==> config.mk <==
export PLATFORM = sky130hd
export DESIGN_NAME = bcq_top
export DESIGN_NICKNAME = d
export VERILOG_FILES = /design/src/hw/bcq_pkg.sv /design/src/hw/bcq_top.sv
export SDC_FILE = /design/constraint.sdc
export NUM_CORES = 1
export LEC_CHECK = 0
export ABC_CLOCK_PERIOD_IN_PS = 9900
export BUFFER_PORTS_ARGS = -buffer_cell sky130_fd_sc_hd__buf_2
export CORE_ASPECT_RATIO = 0.7
export CORE_MARGIN = 5
export CORE_UTILIZATION = 57
export DETAILED_ROUTE_END_ITERATION = 10
export PLACE_DENSITY = 0.85
export SLEW_MARGIN = 15
export SYNTH_ARGS = -nofsm -noshare
export SYNTH_HDL_FRONTEND = slang
export SYNTH_SLANG_ARGS = --single-unit
==> constraint.sdc <==
create_clock -name ref_clk -period 9.9 [get_ports ref_clk]
set_clock_uncertainty 0.15 [all_clocks]
set_input_delay 1.485 -clock ref_clk [delete_from_list [all_inputs] [get_ports ref_clk]]
set_output_delay 1.485 -clock ref_clk [all_outputs]
set_load 0.01 [all_outputs]
==> src/hw/bcq_pkg.sv <==
// constants shared by the break channel qualifier match block
package bcq_pkg;
  // ----------------------------------------
  // register offsets
  // ----------------------------------------
  localparam int unsigned BCQ_AW = 8;
  localparam logic [7:0] BCQ_OFS_QUAL_A = 8'h00;
  localparam logic [7:0] BCQ_OFS_ADDR_B = 8'h04;
  localparam logic [7:0] BCQ_OFS_MASK_B = 8'h08;
  localparam logic [7:0] BCQ_OFS_CTRL = 8'h0C;
  localparam logic [7:0] BCQ_OFS_STAT = 8'h10;
  localparam logic [7:0] BCQ_OFS_IMASK = 8'h14;
  // ----------------------------------------
  // field positions
  // ----------------------------------------
  localparam int unsigned BCQ_QUAL_W = 8;
  localparam int unsigned BCQ_MST_LO = 6;
  localparam int unsigned BCQ_ACC_LO = 4;
  localparam int unsigned BCQ_DIR_LO = 2;
  localparam int unsigned BCQ_SIZ_LO = 0;
  localparam int unsigned BCQ_CTRL_BUS_SEL = 0;
  localparam int unsigned BCQ_CTRL_ASID_EN = 1;
  localparam int unsigned BCQ_CTRL_ASID_LO = 8;
  localparam int unsigned BCQ_ASID_W = 8;
  localparam int unsigned BCQ_STAT_A = 0;
  localparam int unsigned BCQ_STAT_B = 1;
  localparam int unsigned BCQ_STAT_W = 2;
  // ----------------------------------------
  // field codes
  // ----------------------------------------
  localparam logic [1:0] BCQ_OFF = 2'b00;
  localparam logic [1:0] BCQ_MST_DMA = 2'b10;
  localparam logic [1:0] BCQ_SZ_BYTE = 2'b01;
  localparam logic [1:0] BCQ_SZ_WORD = 2'b10;
  localparam logic [1:0] BCQ_SZ_LONG = 2'b11;
  // ----------------------------------------
  // reset values
  // ----------------------------------------
  localparam logic [7:0] BCQ_QUAL_RST = 8'h00;
  localparam logic [31:0] BCQ_ADDR_RST = 32'h0000_0000;
  localparam logic [31:0] BCQ_MASK_RST = 32'h0000_0000;
  localparam logic [15:0] BCQ_CTRL_RST = 16'h0000;
  localparam logic [1:0] BCQ_STAT_RST = 2'h0;
  localparam logic [31:0] BCQ_ZERO = 32'h0000_0000;
endpackage

==> src/hw/bcq_top.sv <==
// break channel qualifier match: registers, compare logic, interrupt
`timescale 1ns/1ps
`default_nettype none
module bcq_top
  import bcq_pkg::*;
(
  input wire logic ref_clk,
  input wire logic rst,
  input wire logic [BCQ_AW-1:0] reg_addr,
  input wire logic [31:0] reg_wdata,
  input wire logic reg_wr,
  input wire logic reg_rd,
  output logic [31:0] reg_rdata_ff,
  input wire logic cyc_valid,
  input wire logic cyc_dma,
  input wire logic cyc_fetch,
  input wire logic cyc_write,
  input wire logic [1:0] cyc_size,
  input wire logic [31:0] cyc_addr_proc,
  input wire logic [31:0] cyc_addr_cache,
  input wire logic [BCQ_ASID_W-1:0] cyc_asid,
  input wire logic chan_a_addr_hit,
  input wire logic chan_b_qual_hit,
  output logic chan_a_match_ff,
  output logic chan_b_match_ff,
  output logic irq_ff
);
  // ----------------------------------------
  // register file
  // ----------------------------------------
  logic [7:0] qual_a_ff;
  logic [7:0] nxt_qual_a;
  logic [31:0] addr_b_ff;
  logic [31:0] nxt_addr_b;
  logic [31:0] mask_b_ff;
  logic [31:0] nxt_mask_b;
  logic [15:0] ctrl_ff;
  logic [15:0] nxt_ctrl;
  logic [BCQ_STAT_W-1:0] imask_ff;
  logic [BCQ_STAT_W-1:0] nxt_imask;
  logic [BCQ_STAT_W-1:0] stat_ff;
  logic [BCQ_STAT_W-1:0] nxt_stat;
  logic [BCQ_STAT_W-1:0] evt;
  logic wr_qual;
  logic wr_stat;
  logic nxt_a_match;
  logic nxt_b_match;
  logic nxt_irq;

  assign wr_qual = reg_wr && (reg_addr == BCQ_OFS_QUAL_A);
  assign wr_stat = reg_wr && (reg_addr == BCQ_OFS_STAT);
  assign evt = {nxt_b_match, nxt_a_match};

  always_comb
  begin
    nxt_qual_a = qual_a_ff;
    nxt_addr_b = addr_b_ff;
    nxt_mask_b = mask_b_ff;
    nxt_ctrl = ctrl_ff;
    nxt_imask = imask_ff;
    // upper bits dropped: reserved bits are not stored
    if (wr_qual)
    begin
      nxt_qual_a = reg_wdata[BCQ_QUAL_W-1:0];
    end
    if (reg_wr && (reg_addr == BCQ_OFS_ADDR_B))
    begin
      nxt_addr_b = reg_wdata;
    end
    if (reg_wr && (reg_addr == BCQ_OFS_MASK_B))
    begin
      nxt_mask_b = reg_wdata;
    end
    if (reg_wr && (reg_addr == BCQ_OFS_CTRL))
    begin
      nxt_ctrl = reg_wdata[15:0];
    end
    if (reg_wr && (reg_addr == BCQ_OFS_IMASK))
    begin
      nxt_imask = reg_wdata[BCQ_STAT_W-1:0];
    end
    // set wins over a write-one clear
    nxt_stat = stat_ff & ~(wr_stat ? reg_wdata[BCQ_STAT_W-1:0] : BCQ_STAT_RST);
    nxt_stat = nxt_stat | evt;
  end

  always_ff @(posedge ref_clk or posedge rst)
  begin
    if (rst)
    begin
      qual_a_ff <= BCQ_QUAL_RST;
      addr_b_ff <= BCQ_ADDR_RST;
      mask_b_ff <= BCQ_MASK_RST;
      ctrl_ff <= BCQ_CTRL_RST;
      imask_ff <= BCQ_STAT_RST;
      stat_ff <= BCQ_STAT_RST;
    end
    else
    begin
      qual_a_ff <= nxt_qual_a;
      addr_b_ff <= nxt_addr_b;
      mask_b_ff <= nxt_mask_b;
      ctrl_ff <= nxt_ctrl;
      imask_ff <= nxt_imask;
      stat_ff <= nxt_stat;
    end
  end

  // ----------------------------------------
  // read port
  // ----------------------------------------
  logic [31:0] nxt_rdata;

  always_comb
  begin
    nxt_rdata = BCQ_ZERO;
    if (reg_rd)
    begin
      case (reg_addr)
        BCQ_OFS_QUAL_A: nxt_rdata = {24'h00_0000, qual_a_ff};
        BCQ_OFS_ADDR_B: nxt_rdata = addr_b_ff;
        BCQ_OFS_MASK_B: nxt_rdata = mask_b_ff;
        BCQ_OFS_CTRL: nxt_rdata = {16'h0000, ctrl_ff};
        BCQ_OFS_STAT: nxt_rdata = {30'h0000_0000, stat_ff};
        BCQ_OFS_IMASK: nxt_rdata = {30'h0000_0000, imask_ff};
        // unmapped reads return zero
        default: nxt_rdata = BCQ_ZERO;
      endcase
    end
  end

  always_ff @(posedge ref_clk or posedge rst)
  begin
    if (rst)
    begin
      reg_rdata_ff <= BCQ_ZERO;
    end
    else
    begin
      reg_rdata_ff <= nxt_rdata;
    end
  end

  // ----------------------------------------
  // channel A qualifiers
  // ----------------------------------------
  logic [1:0] mst;
  logic [1:0] acc;
  logic [1:0] dir;
  logic [1:0] siz;
  logic mst_ok;
  logic acc_ok;
  logic dir_ok;
  logic siz_ok;
  logic qual_a_hit;

  assign mst = qual_a_ff[BCQ_MST_LO+:2];
  assign acc = qual_a_ff[BCQ_ACC_LO+:2];
  assign dir = qual_a_ff[BCQ_DIR_LO+:2];
  assign siz = qual_a_ff[BCQ_SIZ_LO+:2];

  always_comb
  begin
    mst_ok = (mst == BCQ_OFF) || (mst[0] && !cyc_dma) || ((mst == BCQ_MST_DMA) && cyc_dma);
    acc_ok = (acc == BCQ_OFF) || (acc[0] && cyc_fetch) || (acc[1] && !cyc_fetch);
    dir_ok = (dir == BCQ_OFF) || (dir[0] && !cyc_write) || (dir[1] && cyc_write);
    siz_ok = (siz == BCQ_OFF) || (siz == cyc_size);
    qual_a_hit = mst_ok && acc_ok && dir_ok && siz_ok;
  end

  // ----------------------------------------
  // channel B address compare
  // ----------------------------------------
  logic [31:0] sel_addr;
  logic [31:0] bit_ok;
  logic asid_ok;
  logic addr_b_hit;

  assign sel_addr = ctrl_ff[BCQ_CTRL_BUS_SEL] ? cyc_addr_cache : cyc_addr_proc;

  genvar gi;
  generate
    for (gi = 0; gi < 32; gi++)
    begin : g_bit
      assign bit_ok[gi] = mask_b_ff[gi] || (sel_addr[gi] == addr_b_ff[gi]);
    end
  endgenerate

  always_comb
  begin
    asid_ok = !ctrl_ff[BCQ_CTRL_ASID_EN] || (cyc_asid == ctrl_ff[BCQ_CTRL_ASID_LO+:BCQ_ASID_W]);
    addr_b_hit = (&bit_ok) && asid_ok;
  end

  // ----------------------------------------
  // match outputs and interrupt
  // ----------------------------------------
  always_comb
  begin
    nxt_a_match = cyc_valid && chan_a_addr_hit && qual_a_hit;
    nxt_b_match = cyc_valid && addr_b_hit && chan_b_qual_hit;
    // irq follows the status one cycle late, as it is registered
    nxt_irq = |(stat_ff & imask_ff);
  end

  always_ff @(posedge ref_clk or posedge rst)
  begin
    if (rst)
    begin
      chan_a_match_ff <= 1'b0;
      chan_b_match_ff <= 1'b0;
      irq_ff <= 1'b0;
    end
    else
    begin
      chan_a_match_ff <= nxt_a_match;
      chan_b_match_ff <= nxt_b_match;
      irq_ff <= nxt_irq;
    end
  end
endmodule // bcq_top
`default_nettype wire

== Word level (Yosys, flattened, before mapping) ==
Index checks and enable logic that the tools add are counted.
W data, S select, Z words.

* Register bits: 127
* Bits of input ports: 124
* Output and inout bits: 35
* Word-level logic and storage cells: 129

* Eq/ne operators: 40
* Multiplexer cells: 4
* Bitwise operators: 4
* Reduce and logical (&&, ||, !) cells: 71

{| class="wikitable"
|+ Operator list
! kind !! number
|-
| $pmux W32 S6 || 1
|-
| $mux W32 || 2
|-
| $logic_or A1 B1 Y1 || 40
|-
| $eq A1 B1 Y1 || 32
|-
| $reduce_and A32 Y1 || 1
|-
| $logic_and A1 B1 Y1 || 20
|-
| $eq A8 B4 Y1 const B || 2
|-
| $eq A8 B5 Y1 const B || 2
|-
| $eq A8 B3 Y1 const B || 1
|-
| $eq A8 B8 Y1 || 1
|-
| $logic_not A2 Y1 || 4
|-
| $logic_not A8 Y1 || 1
|-
| $and A2 B2 Y2 || 2
|-
| $logic_not A1 Y1 || 4
|-
| $eq A2 B2 Y1 || 1
|-
| $eq A2 B2 Y1 const B || 1
|-
| $mux W2 || 1
|-
| $not A2 Y2 || 1
|-
| $or A2 B2 Y2 || 1
|-
| $reduce_or A2 Y1 || 1
|}

== Logic depth before layout (Yosys ltp) ==
Gate-level depths: netlist of run 1.

* Depth after elaboration: 9
* Mapped depth: 8
* Depth with buffers taken out: 6

== Least setup slack after synthesis of run 1 ==
Ideal clock, no wire load.

* Path type: input to register
* Start: in reg_addr[7]
* End: reg addr_b_ff[0]
* Setup time: 125 ps
* Data arrival time: 3,320 ps
* Required time: 9,625 ps
* Path slack: 6,305 ps
* Stages on the path: 6
* Cells stage by stage: or4_4 > or3_4 > nor3b_4 > nand2_2 > buf_6 > mux2_4

* Word-level cells in the longest chain between the ends: 2

{| class="wikitable"
|+ Ends and longest elaborated chain
! what !! line !! text
|-
| start, declared || bcq_top.sv:9 || <nowiki>input wire logic [BCQ_AW-1:0] reg_addr,</nowiki>
|-
| $eq A8 B3 Y1 || bcq_top.sv:66 || <nowiki>if (reg_wr && (reg_addr == BCQ_OFS_ADDR_B))</nowiki>
|-
| $logic_and A1 B1 Y1 || bcq_top.sv:66 ||
|-
| end signal, assigned || bcq_top.sv:101 || <nowiki>addr_b_ff <= nxt_addr_b;</nowiki>
|-
| end, declared || bcq_top.sv:33 || <nowiki>logic [31:0] addr_b_ff;</nowiki>
|}

Every way passes these cells.
A chain may end at the register's enable or synchronous reset.

== Worst setup path after layout of run 1 ==
* Start: in reg_addr[7]
* End: reg addr_b_ff[22]

The elaborated chain is that of the path after synthesis.

==> key figures, run 1 <==
Power
  • Worst VDD drop: 149 uV
  • Leakage: 3.93 nW
  • Pwr dens: 177 nW/um2

Setup path
  • Kind of end point of the critical path: flop
  • R2r endpoint: stat_ff[1]$_DFF_PP0_
  • Worst EP required: 10.03 ns
  • R2R Path Start: ctrl_ff[0]$_DFFE_PP0P_
  • Max incr delay on CP: 0.87 ns
  • WP buf/inv: 1
  • Startpoint Class: input pin
  • Critical-path cell list: buf_2 -> or4_4 -> or3_4 -> nor3b_4 -> nand2_2 -> mux2_4
  • CP delay by family, top: simple AND/OR/NAND/NOR gates
  • Crit Path Max Fanout: 33
  • Worst path slowest cell: nand2_2
  • Reg2Reg Depth: 6
  • CP Depth: 6
  • Worst Path Arrival: 4.67 ns
  • Critical path class: in2reg
  • FF-to-FF setup slack: 6.96 ns

Routing
  • Final WL: 16400 um
  • Vias: 4506
  • Avg Vias per Cell: 5.91
  • DRC Markers: 0
  • Initial DRC Count: 370
  • Number of routed nets with antenna violations: 0
  • Wire per inst: 21.5 um
  • Drt pass-1 iters: 5

Min path
  • Min-Delay Path Depth: 1
  • Hold Crit Class: reg2reg
  • Hold Path Origin: ctrl_ff[4]$_DFFE_PP0P_
  • Worst hold endpoint: ctrl_ff[4]$_DFFE_PP0P_

Placed design
  • Pre-CTS setup slack: 4.98 ns
  • GP Congestion: 0.831
  • Post-detail-place hpwl: 11200 um
  • Dpl cells: 731
  • Port Buffers: 158

STA
  • Maximum clock frequency: 220 MHz
  • Final min period: 4.54 ns
  • Relative slew margins: 22.1%
  • Max Transition Viols Final: 0
  • Period utilization: 45.9%
  • Endpoints failing hold: 0
  • Setup repair after global routing missed its margin: no
  • Setup ws final: 5.36 ns
  • Total Negative Setup Slacks: 0 ns
  • Endpoints failing setup: 0
  • Hold WS: 0.356 ns
  • Worst Max-Slew Pin Slew: 1.16 ns

Synthesis
  • EDFF count, synth: 0
  • Mean Syn Cell Area: 13.3 um2
  • Top-area cell type share of the netlist area: 51.9%
  • Synth Instances: 460
  • Post-Syn Nets: 584
  • Post-synth top area cell: dfrtp_1
  • Mapped cell area: 6120 um2
  • Seq/Total Area, Yosys: 51.9%
  • Yosys warnings: 0
  • Synth Flop Type: dfrtp_1
  • Async SR Flop Fraction: 100%
  • Top area cells in the synthesized netlist: dfrtp_1, mux2_2, mux2_4, mux2i_1, xor2_1
  • Count of different cell masters after synthesis: 43
  • Synthesized flop and latch total: 127

Clock tree
  • H-tree lvl count: 4
  • Root Buffer: clkbuf_16
  • CTS-repair resized insts: 0
  • CTS tree: built
  • Clock Tree Buf Depth: 2
  • Clock Latency Late Sink: 0.42 ns
  • Clk sinks: 127
  • Post-CTS Setup Bufs: 0
  • Num CTS Buffers: 17
  • Hold-fix buffers, CTS: 0
  • Clock slew at reported path FFs: 0.05 ns

Floorplanning
  • Die area: 12900 um2
  • I/O pin count: 159
  • Chip width: 134 um
  • Std-Cell Rows: 31
  • Core area: 10400 um2
  • Starting Density: 58.6%
  • Die Y: 96.7 um

Final layout
  • Layout cells sized above 1: 47.9%
  • Core Util, Final: 73.2%
  • Area growth, synth to finish: 24.8%
  • Fin cells: 763
  • Filler cells: 682
  • Antenna Cells: 0
  • Final #Nets: 742

Status
  • Status: finished, final reports clean

Global routing
  • Gr ovfl total: 0
  • First-pass GRT wire length: 26500 um
  • Vias in the first global route: 4957
  • Largest net degree at the start of global routing: 67
  • GRT Util Overall: 26.3%
  • Initial antenna violation count: 0

Run
  • Max-Cap Viols: 0
==> per-layer routing <==
layer  GRT usage [%]  up-vias  wire (um)
met4            9.33        0        435
met2            41.5      216       7890
li1                -     2006          -
met5               0        -          0
met1            34.8     2243       6780
met3            7.94       41       1340
==> power breakdown <==
part / switching (mW) / internal [mW] / leakage, nW
Sequential: 0.0204 / 0.538 / 1.75
Combinational: 0.0540 / 0.0588 / 1.87
Clock: 0.224 / 0.459 / 0.317
Total: 0.298 / 1.06 / 3.93
==> through the flow <==
step                cell area (um2)  power [mW]
detailed placement             6990       0.678
finish                         7630        1.35
CTS                            7630        1.36
global route                   7630        1.40
floorplan                      6120       0.626
global placement               6990       0.672
==> worst max-delay path by stage <==
stage,start,end,slack [ns]
floorplan,rst,addr_b_ff[0]$_DFFE_PP0P_,4.88
global placement,reg_addr[7],addr_b_ff[13]$_DFFE_PP0P_,5.00
detailed placement,reg_addr[7],addr_b_ff[31]$_DFFE_PP0P_,4.98
CTS,reg_addr[7],addr_b_ff[3]$_DFFE_PP0P_,5.37
global route,reg_addr[7],addr_b_ff[3]$_DFFE_PP0P_,5.27
finish,reg_addr[7],addr_b_ff[22]$_DFFE_PP0P_,5.36
==> kinds of logic after synthesis <==
group | Yosys count | share of synthesized area, %
buffers and inverters | 26 | 2.04
XOR/XNOR | 40 | 5.73
multiplexers | 137 | 27.3
flip-flops | 127 | 51.9
AO/OA/AOI/OAI | 60 | 6.87
AND/OR/NAND/NOR | 70 | 6.07
==> state kept, by name (all words and copies together) (netlist names) <==
signal and flops:
addr_b_ff 32, mask_b_ff 32, reg_rdata_ff 32, ctrl_ff 16
qual_a_ff 8, imask_ff 2, stat_ff 2, chan_a_match_ff 1
chan_b_match_ff 1, irq_ff 1
==> Yosys cell counts, types with 2 or more instances <==
library cell,count
dfrtp_1,127
mux2_2,68
mux2i_1,34
xor2_1,32
nor2_1,30
mux2_4,28
a22oi_1,26
o22ai_1,16
clkbuf_1,13
nand2_1,11
xnor2_1,8
and3_1,7
mux4_2,6
o21ai_0,6
inv_1,5
buf_2,4
nand4_1,4
nor4_1,4
a22o_1,3
buf_6,3
a21oi_1,2
nand3b_1,2
==> layout make-up <==
class,count,area [um2],area share (%)
flip-flops and latches,127,3180,41.6
multi-input cells,307,2820,36.9
repair buffers,160,806,10.6
clock buffers,21,460,6.03
clock inverters,11,186,2.44
well taps,132,165,2.16
inverters,5,21.3,0.279
==> cell usage in the layout (no fill, tap or decap), drive strengths merged, types with 8 or more instances in the layout <==
master	Yosys	final
clkbuf	13	21
xor2	32	32
dfrtp	127	127
o22ai	16	16
a22oi	26	26
mux2	97	97
nand2	12	12
xnor2	8	8
nor2	31	31
mux2i	34	34
buf	8	160
(Power assumes the default switching activity.)
==> inputs of run 2 (changes only) <==
ABC_AREA = 1   (was unset)
ABC_CLOCK_PERIOD_IN_PS = 4750   (was 9900)
CORE_UTILIZATION = 54   (was 57)
PLACE_DENSITY = 0.8   (was 0.85)
clock period = 4.75 ns   (was 9.9 ns; I/O delays follow)
==> run 2 against run 1 <==
Compared with the run above: via count up 41%; worst hold slack worse by 0.064 ns; combinational power up 140%; critical path type is now reg2reg; critical endpoint is now chan_b_match_ff$_DFF_PP0_.
==> key figures, run 2 <==
Synthesis
  • Top area cells in the synthesized netlist: dfrtp_1, nand2_1, inv_1, o21ai_0, nand3_1
  • Post-synth top cells: nand2_1, dfrtp_1, inv_1
  • Yosys warnings: 0
  • Count of different cell masters after synthesis: 35
  • Mapped cell area: 6630 um2
  • Post-Syn Nets: 1018
  • Seq/Total Area, Yosys: 48.0%
  • Async SR Flop Fraction: 100%
  • Top-area cell type share of the netlist area: 48.0%
  • Post-synth top area cell: dfrtp_1
  • EDFF count, synth: 0
  • Mean Syn Cell Area: 7.41 um2
  • Synth Instances: 894
  • Most common cell in the netlist: nand2_1
  • Synthesized flop and latch total: 127
  • Synth Flop Type: dfrtp_1

Floorplanning
  • Core area: 11900 um2
  • I/O pin count: 159
  • Die Y: 103 um
  • Die area: 14600 um2
  • Std-Cell Rows: 33
  • Starting Density: 55.9%
  • Chip width: 142 um

Setup path
  • Worst path slowest cell: inv_2
  • Critical Path Most Common Cell: nand2_1
  • Worst EP required: 4.92 ns
  • Critical path class: reg2reg
  • Kind of end point of the critical path: flop
  • Startpoint Class: flop
  • Worst Path Arrival: 2.73 ns
  • Crit Path Max Fanout: 37
  • Max incr delay on CP: 0.62 ns
  • Critical-path cell list: buf_4 -> inv_2 -> nand2_1 -> nand2_1 -> nand2_1 -> nand3_1 -> nand2_1 -> nor2_1 -> nand2_1 -> nor2_1 -> nand2_1 -> nor2_1

Routing
  • DRC Markers: 0
  • Final WL: 18500 um
  • Number of routed nets with antenna violations: 0
  • Initial DRC Count: 460
  • Drt pass-1 iters: 5
  • Avg Vias per Cell: 5.24
  • Vias: 6359
  • Wire per inst: 15.2 um

Final layout
  • Highest-count cells in the layout ignoring fill and taps: nand2_1, buf_2, dfrtp_1, inv_1, o21ai_0
  • Layout cells sized above 1: 21.0%
  • Antenna Cells: 0
  • Fin cells: 1213
  • Core Util, Final: 68.4%
  • Design area: 8110 um2
  • Area growth, synth to finish: 22.3%
  • Final #Nets: 1167
  • Largest regs: addr_b_ff x32, mask_b_ff x32, reg_rdata_ff x32
  • Most common cell after layout, fill and taps aside: nand2_1

STA
  • Period utilization: 54.0%
  • Relative slew margins: 47.5%
  • Maximum clock frequency: 390 MHz
  • Max Transition Viols Final: 0
  • Endpoints failing setup: 0
  • Final min period: 2.57 ns
  • Endpoints failing hold: 0
  • Hold WS: 0.292 ns
  • Setup ws final: 2.18 ns
  • Setup repair after global routing missed its margin: no
  • Total Negative Setup Slacks: 0 ns
  • Worst Max-Slew Pin Slew: 0.787 ns

Placed design
  • GP Congestion: 0.897
  • Post-Place Cell Area: 7490 um2
  • Pre-CTS setup slack: 1.86 ns
  • Port Buffers: 158
  • Post-detail-place hpwl: 13000 um
  • Dpl cells: 1181

Clock tree
  • Clock Latency Late Sink: 0.41 ns
  • Post-CTS Setup Bufs: 0
  • Clock Tree Buf Depth: 2
  • CTS tree: built
  • Hold-fix buffers, CTS: 0
  • Clk sinks: 127
  • Root Buffer: clkbuf_16
  • CTS-repair resized insts: 0
  • Clock slew at reported path FFs: 0.06 ns
  • H-tree lvl count: 4
  • Num CTS Buffers: 17

Power
  • Pwr dens: 342 nW/um2
  • Leakage: 4.15 nW
  • Worst VDD drop: 314 uV
  • Total power: 2.77 mW

Global routing
  • Initial antenna violation count: 0
  • Gr ovfl total: 0
  • First-pass GRT wire length: 29800 um
  • Largest net degree at the start of global routing: 67
  • Vias in the first global route: 6028
  • GRT Util Overall: 25.8%

Status
  • Status: finished, final reports clean

Min path
  • Hold Crit Class: in2async

Run
  • Max-Cap Viols: 0
run 2: cell types whose count changed in the layout (fill, tap and decap cells not counted), sizes merged, moves of 21 or more:
| cell | previous run | this run |
|---|---|---|
| xor2 | 32 | 0 |
| a22oi | 26 | 0 |
| nand3 | 1 | 60 |
| mux2i | 34 | 0 |
| nand2 | 12 | 321 |
| a21oi | 2 | 23 |
| inv | 5 | 123 |
| o21ai | 6 | 113 |
| mux2 | 97 | 0 |
run 2: path summary, 6_finish.rpt:
| check | endpoint | slack [ns] | startpoint | cells after the start |
|---|---|---|---|---|
| worst max-delay path | chan_b_match_ff$_DFF_PP0_ | 2.18 | ctrl_ff[0]$_DFFE_PP0P_ | 12 |
| worst min-delay path | addr_b_ff[10]$_DFFE_PP0P_ | 0.29 | rst | 2 |
| worst max register to register | chan_b_match_ff$_DFF_PP0_ | 2.18 | ctrl_ff[0]$_DFFE_PP0P_ | 12 |
| worst min register to register | mask_b_ff[8]$_DFFE_PP0P_ | 0.34 | mask_b_ff[8]$_DFFE_PP0P_ | 2 |
| max in group asynchronous | addr_b_ff[4]$_DFFE_PP0P_ | 3.33 | rst | 3 |
| min in group ref_clk | mask_b_ff[8]$_DFFE_PP0P_ | 0.34 | mask_b_ff[8]$_DFFE_PP0P_ | 2 |
run 2: report_power, final:
group	switching (mW)	internal (mW)	total [mW]
registers	0.0288	1.12	1.15
clock network	0.500	0.856	1.36
logic	0.166	0.101	0.267
total	0.695	2.08	2.77
run 2: per-layer routing:
| layer | wire [um] | global-route usage [%] |
|---|---|---|
| met4 | 256 | 6.57 |
| met1 | 8460 | 37.4 |
| met3 | 1760 | 6.49 |
| met5 | 0 | 0 |
| met2 | 7990 | 39.4 |
run 2: layout make-up:
class	count	area [um2]
fillers	990	3740
flip-flops and latches	127	3180
multi-input cells	613	2820
repair buffers	160	818
inverters	124	473
clock buffers	20	457
well taps	157	196
clock inverters	12	160
run 2: cells by family (layout without fill, tap and decap cells):
logic type	Yosys count	in the layout	share of synthesized area (%)
buffers and inverters	154	316	9.44
xor gates and xnor gates	7	7	0.925
DFF	127	127	48.0
and+or+nand+nor	455	455	29.3
AOI/OAI and AO/OA	151	151	12.4
run 2: worst max-delay path, delay by kind of cell, from the launching register on:
kind	cells	cell delay (ns)
flops	1	0.36
simple gates	10	1.05
buf+inv	2	0.90
==> inputs of run 3 (changes only) <==
ABC_AREA = 0   (was 1)
ABC_CLOCK_PERIOD_IN_PS = 2200   (was 4750)
CORE_UTILIZATION = 48   (was 54)
PLACE_DENSITY = 0.76   (was 0.8)
clock period = 2.2 ns   (was 4.75 ns; I/O delays follow)
==> run 3 against run 2 <==
Compared with the run above: the run now ends with setup timing left; flip-flop and latch count is the same; non-clock buffer count grew 29; worst setup slack lost 2.2 ns; sequential share of layout area grew 0.30 points; critical path depth shrank 4; combinational power grew 120%; final area shrank 0.71%; critical path type unchanged.
==> key figures, run 3 (same netlist as run 1, synthesis figures left out) <==
Clock tree
  • Clock Latency Late Sink: 0.41 ns
  • CTS tree: built
  • Clk sinks: 127
  • Num CTS Buffers: 17
  • H-tree lvl count: 4
  • Clock Tree Buf Depth: 2
  • Root Buffer: clkbuf_16
  • Clock slew at reported path FFs: 0.06 ns

STA
  • Period utilization: 102%
  • Total Negative Setup Slacks: -0.0854 ns
  • Endpoints failing setup: 2
  • Setup ws final: -0.0464 ns
  • Setup repair after global routing missed its margin: yes
  • Max Transition Viols Final: 0
  • Final min period: 2.25 ns
  • Maximum clock frequency: 445 MHz
  • Worst Max-Slew Pin Slew: 0.745 ns
  • Relative slew margins: 50.3%
  • Endpoints failing hold: 0

Final layout
  • Layout cells sized above 1: 53.2%
  • Final #Nets: 771
  • Design area: 8050 um2
  • Filler cells: 957
  • Highest-count cells in the layout ignoring fill and taps: buf_2, dfrtp_1, mux2_2, xor2_1, nor2_1
  • Area growth, synth to finish: 31.5%
  • Antenna Cells: 0
  • Most common cell after layout, fill and taps aside: buf_2
  • Largest regs: addr_b_ff x32, mask_b_ff x32, reg_rdata_ff x32

Setup path
  • Startpoint Class: flop
  • Crit Path Max Fanout: 9
  • Kind of end point of the critical path: flop
  • R2r endpoint: chan_b_match_ff$_DFF_PP0_
  • Worst Path Arrival: 2.41 ns
  • CP endpoint: chan_b_match_ff$_DFF_PP0_
  • Reg2Reg Depth: 8
  • Worst EP required: 2.36 ns
  • Critical-path cell list: buf_12 -> mux2i_4 -> xor2_1 -> o22ai_1 -> nor4_2 -> buf_4 -> o211ai_1 -> nor3_2
  • Max incr delay on CP: 0.40 ns
  • FF-to-FF setup slack: -0.05 ns
  • Critical path class: reg2reg
  • Launch point of the worst path: ctrl_ff[0]$_DFFE_PP0P_
  • R2R Path Start: ctrl_ff[0]$_DFFE_PP0P_
  • Worst path slowest cell: dfrtp_2

Status
  • Status: complete, but fails checks
  • Failing checks: setup timing

Global routing
  • Gr ovfl total: 0
  • Initial antenna violation count: 0
  • GRT Util Overall: 21.5%
  • Largest net degree at the start of global routing: 128
  • Vias in the first global route: 4887
  • First-pass GRT wire length: 26100 um

Power
  • Switch Pwr: 1.40 mW
  • Leakage: 4.09 nW
  • Internal power: 4.30 mW
  • Comb pwr share: 10.3%
  • Clock group share of total power: 46.0%
  • Pwr dens: 709 nW/um2
  • Switching share of power: 24.6%
  • Seq pwr share: 43.8%
  • Worst VDD drop: 625 uV

Floorplanning
  • Die Y: 104 um
  • Std-Cell Rows: 34
  • I/O pin count: 159
  • Die area: 15100 um2
  • Core area: 12500 um2
  • Chip width: 145 um
  • Starting Density: 49.1%

Routing
  • Wire per inst: 19.7 um
  • Initial DRC Count: 248
  • Avg Vias per Cell: 5.54
  • Drt pass-1 iters: 6
  • DRC Markers: 0
  • Number of routed nets with antenna violations: 0
  • Vias: 4550
  • Final WL: 16200 um

Run
  • Max-Cap Viols: 0

Placed design
  • Port Buffers: 158
  • Post-detail-place hpwl: 11700 um
  • Post-Place Cell Area: 7290 um2
  • GP Congestion: 0.833

Min path
  • Hold Crit Class: in2reg
[run 3: cell type report]
class,instances,area [um2],area share [%]
Sequential cell,127,3180,39.5
Timing Repair Buffer,189,1130,14.1
Multi-Input combinational cell,307,2950,36.7
Clock buffer,18,439,5.46
Inverter,5,22.5,0.280
Tap cell,162,203,2.52
Clock inverter,14,120,1.49
[run 3: repair_timing]
action | CTS | global route
resized for setup | 13 | 14
pin swaps | 5 | 5
hold buffers | 2 | 1
setup endpoints to repair | 2 | 2
buffers inserted | 2 | 0
endpoints found under the hold margin | 4 | 1
[run 3: power by group through the flow]
| stage | combinational, mW | sequential (mW) | clock, mW |
|---|---|---|---|
| 2_1_floorplan | 0.311 | 2.51 | 0 |
| 4_1_cts | 0.568 | 2.50 | 2.66 |
| 3_5_place_dp | 0.535 | 2.54 | 0 |
| 3_3_place_gp | 0.518 | 2.53 | 0 |
| 6_report | 0.585 | 2.50 | 2.62 |
| 5_1_grt | 0.636 | 2.51 | 2.77 |
[run 3: per-layer routing]
layer	vias up	share of wire, %	track usage [%]
met2	187	47	33.1
met1	2294	44	29.2
li1	2055	-	-
met3	14	8.4	7.49
met5	-	0	0
met4	0	0.80	5.38
[run 3: how the worst min path moves through the flow]
stage	slack (ns)	cells after the start	endpoint	startpoint
final	0.02	2	addr_b_ff[18]$_DFFE_PP0P_	reg_wdata[18]
after global routing	0.01	2	addr_b_ff[21]$_DFFE_PP0P_	reg_wdata[21]
after CTS	0.003	2	addr_b_ff[17]$_DFFE_PP0P_	reg_wdata[17]
after detailed placement	0.35	1	ctrl_ff[7]$_DFFE_PP0P_	ctrl_ff[7]$_DFFE_PP0P_
after global placement	0.33	1	ctrl_ff[4]$_DFFE_PP0P_	ctrl_ff[4]$_DFFE_PP0P_
after floorplan	0.30	2	qual_a_ff[7]$_DFFE_PP0P_	reg_wdata[7]
[run 3: worst max-delay path, delay by kind of cell, from the launching register on]
kind / cells / cell delay, ns
AOI/OAI and AO/OA: 2 / 0.23
xor gates and xnor gates: 1 / 0.17
buffers and inverters: 2 / 0.35
DFF: 1 / 0.40
muxes: 1 / 0.25
and+or+nand+nor: 2 / 0.58
[run 3: per-stage QoR]
stage	setup WS (ns)	hold WS [ns]	utilization (%)	power, mW	std cells
3_5_place_dp	-0.241	0.345	58.5	3.07	785
6_report	-0.0464	0.0214	64.6	5.71	822
4_1_cts	-0.0414	0.00253	63.9	5.73	821
3_3_place_gp	-0.237	0.331	58.5	3.05	785
5_1_grt	-0.130	0.0105	64.6	5.92	822
2_1_floorplan	-0.240	0.297	-	2.82	460
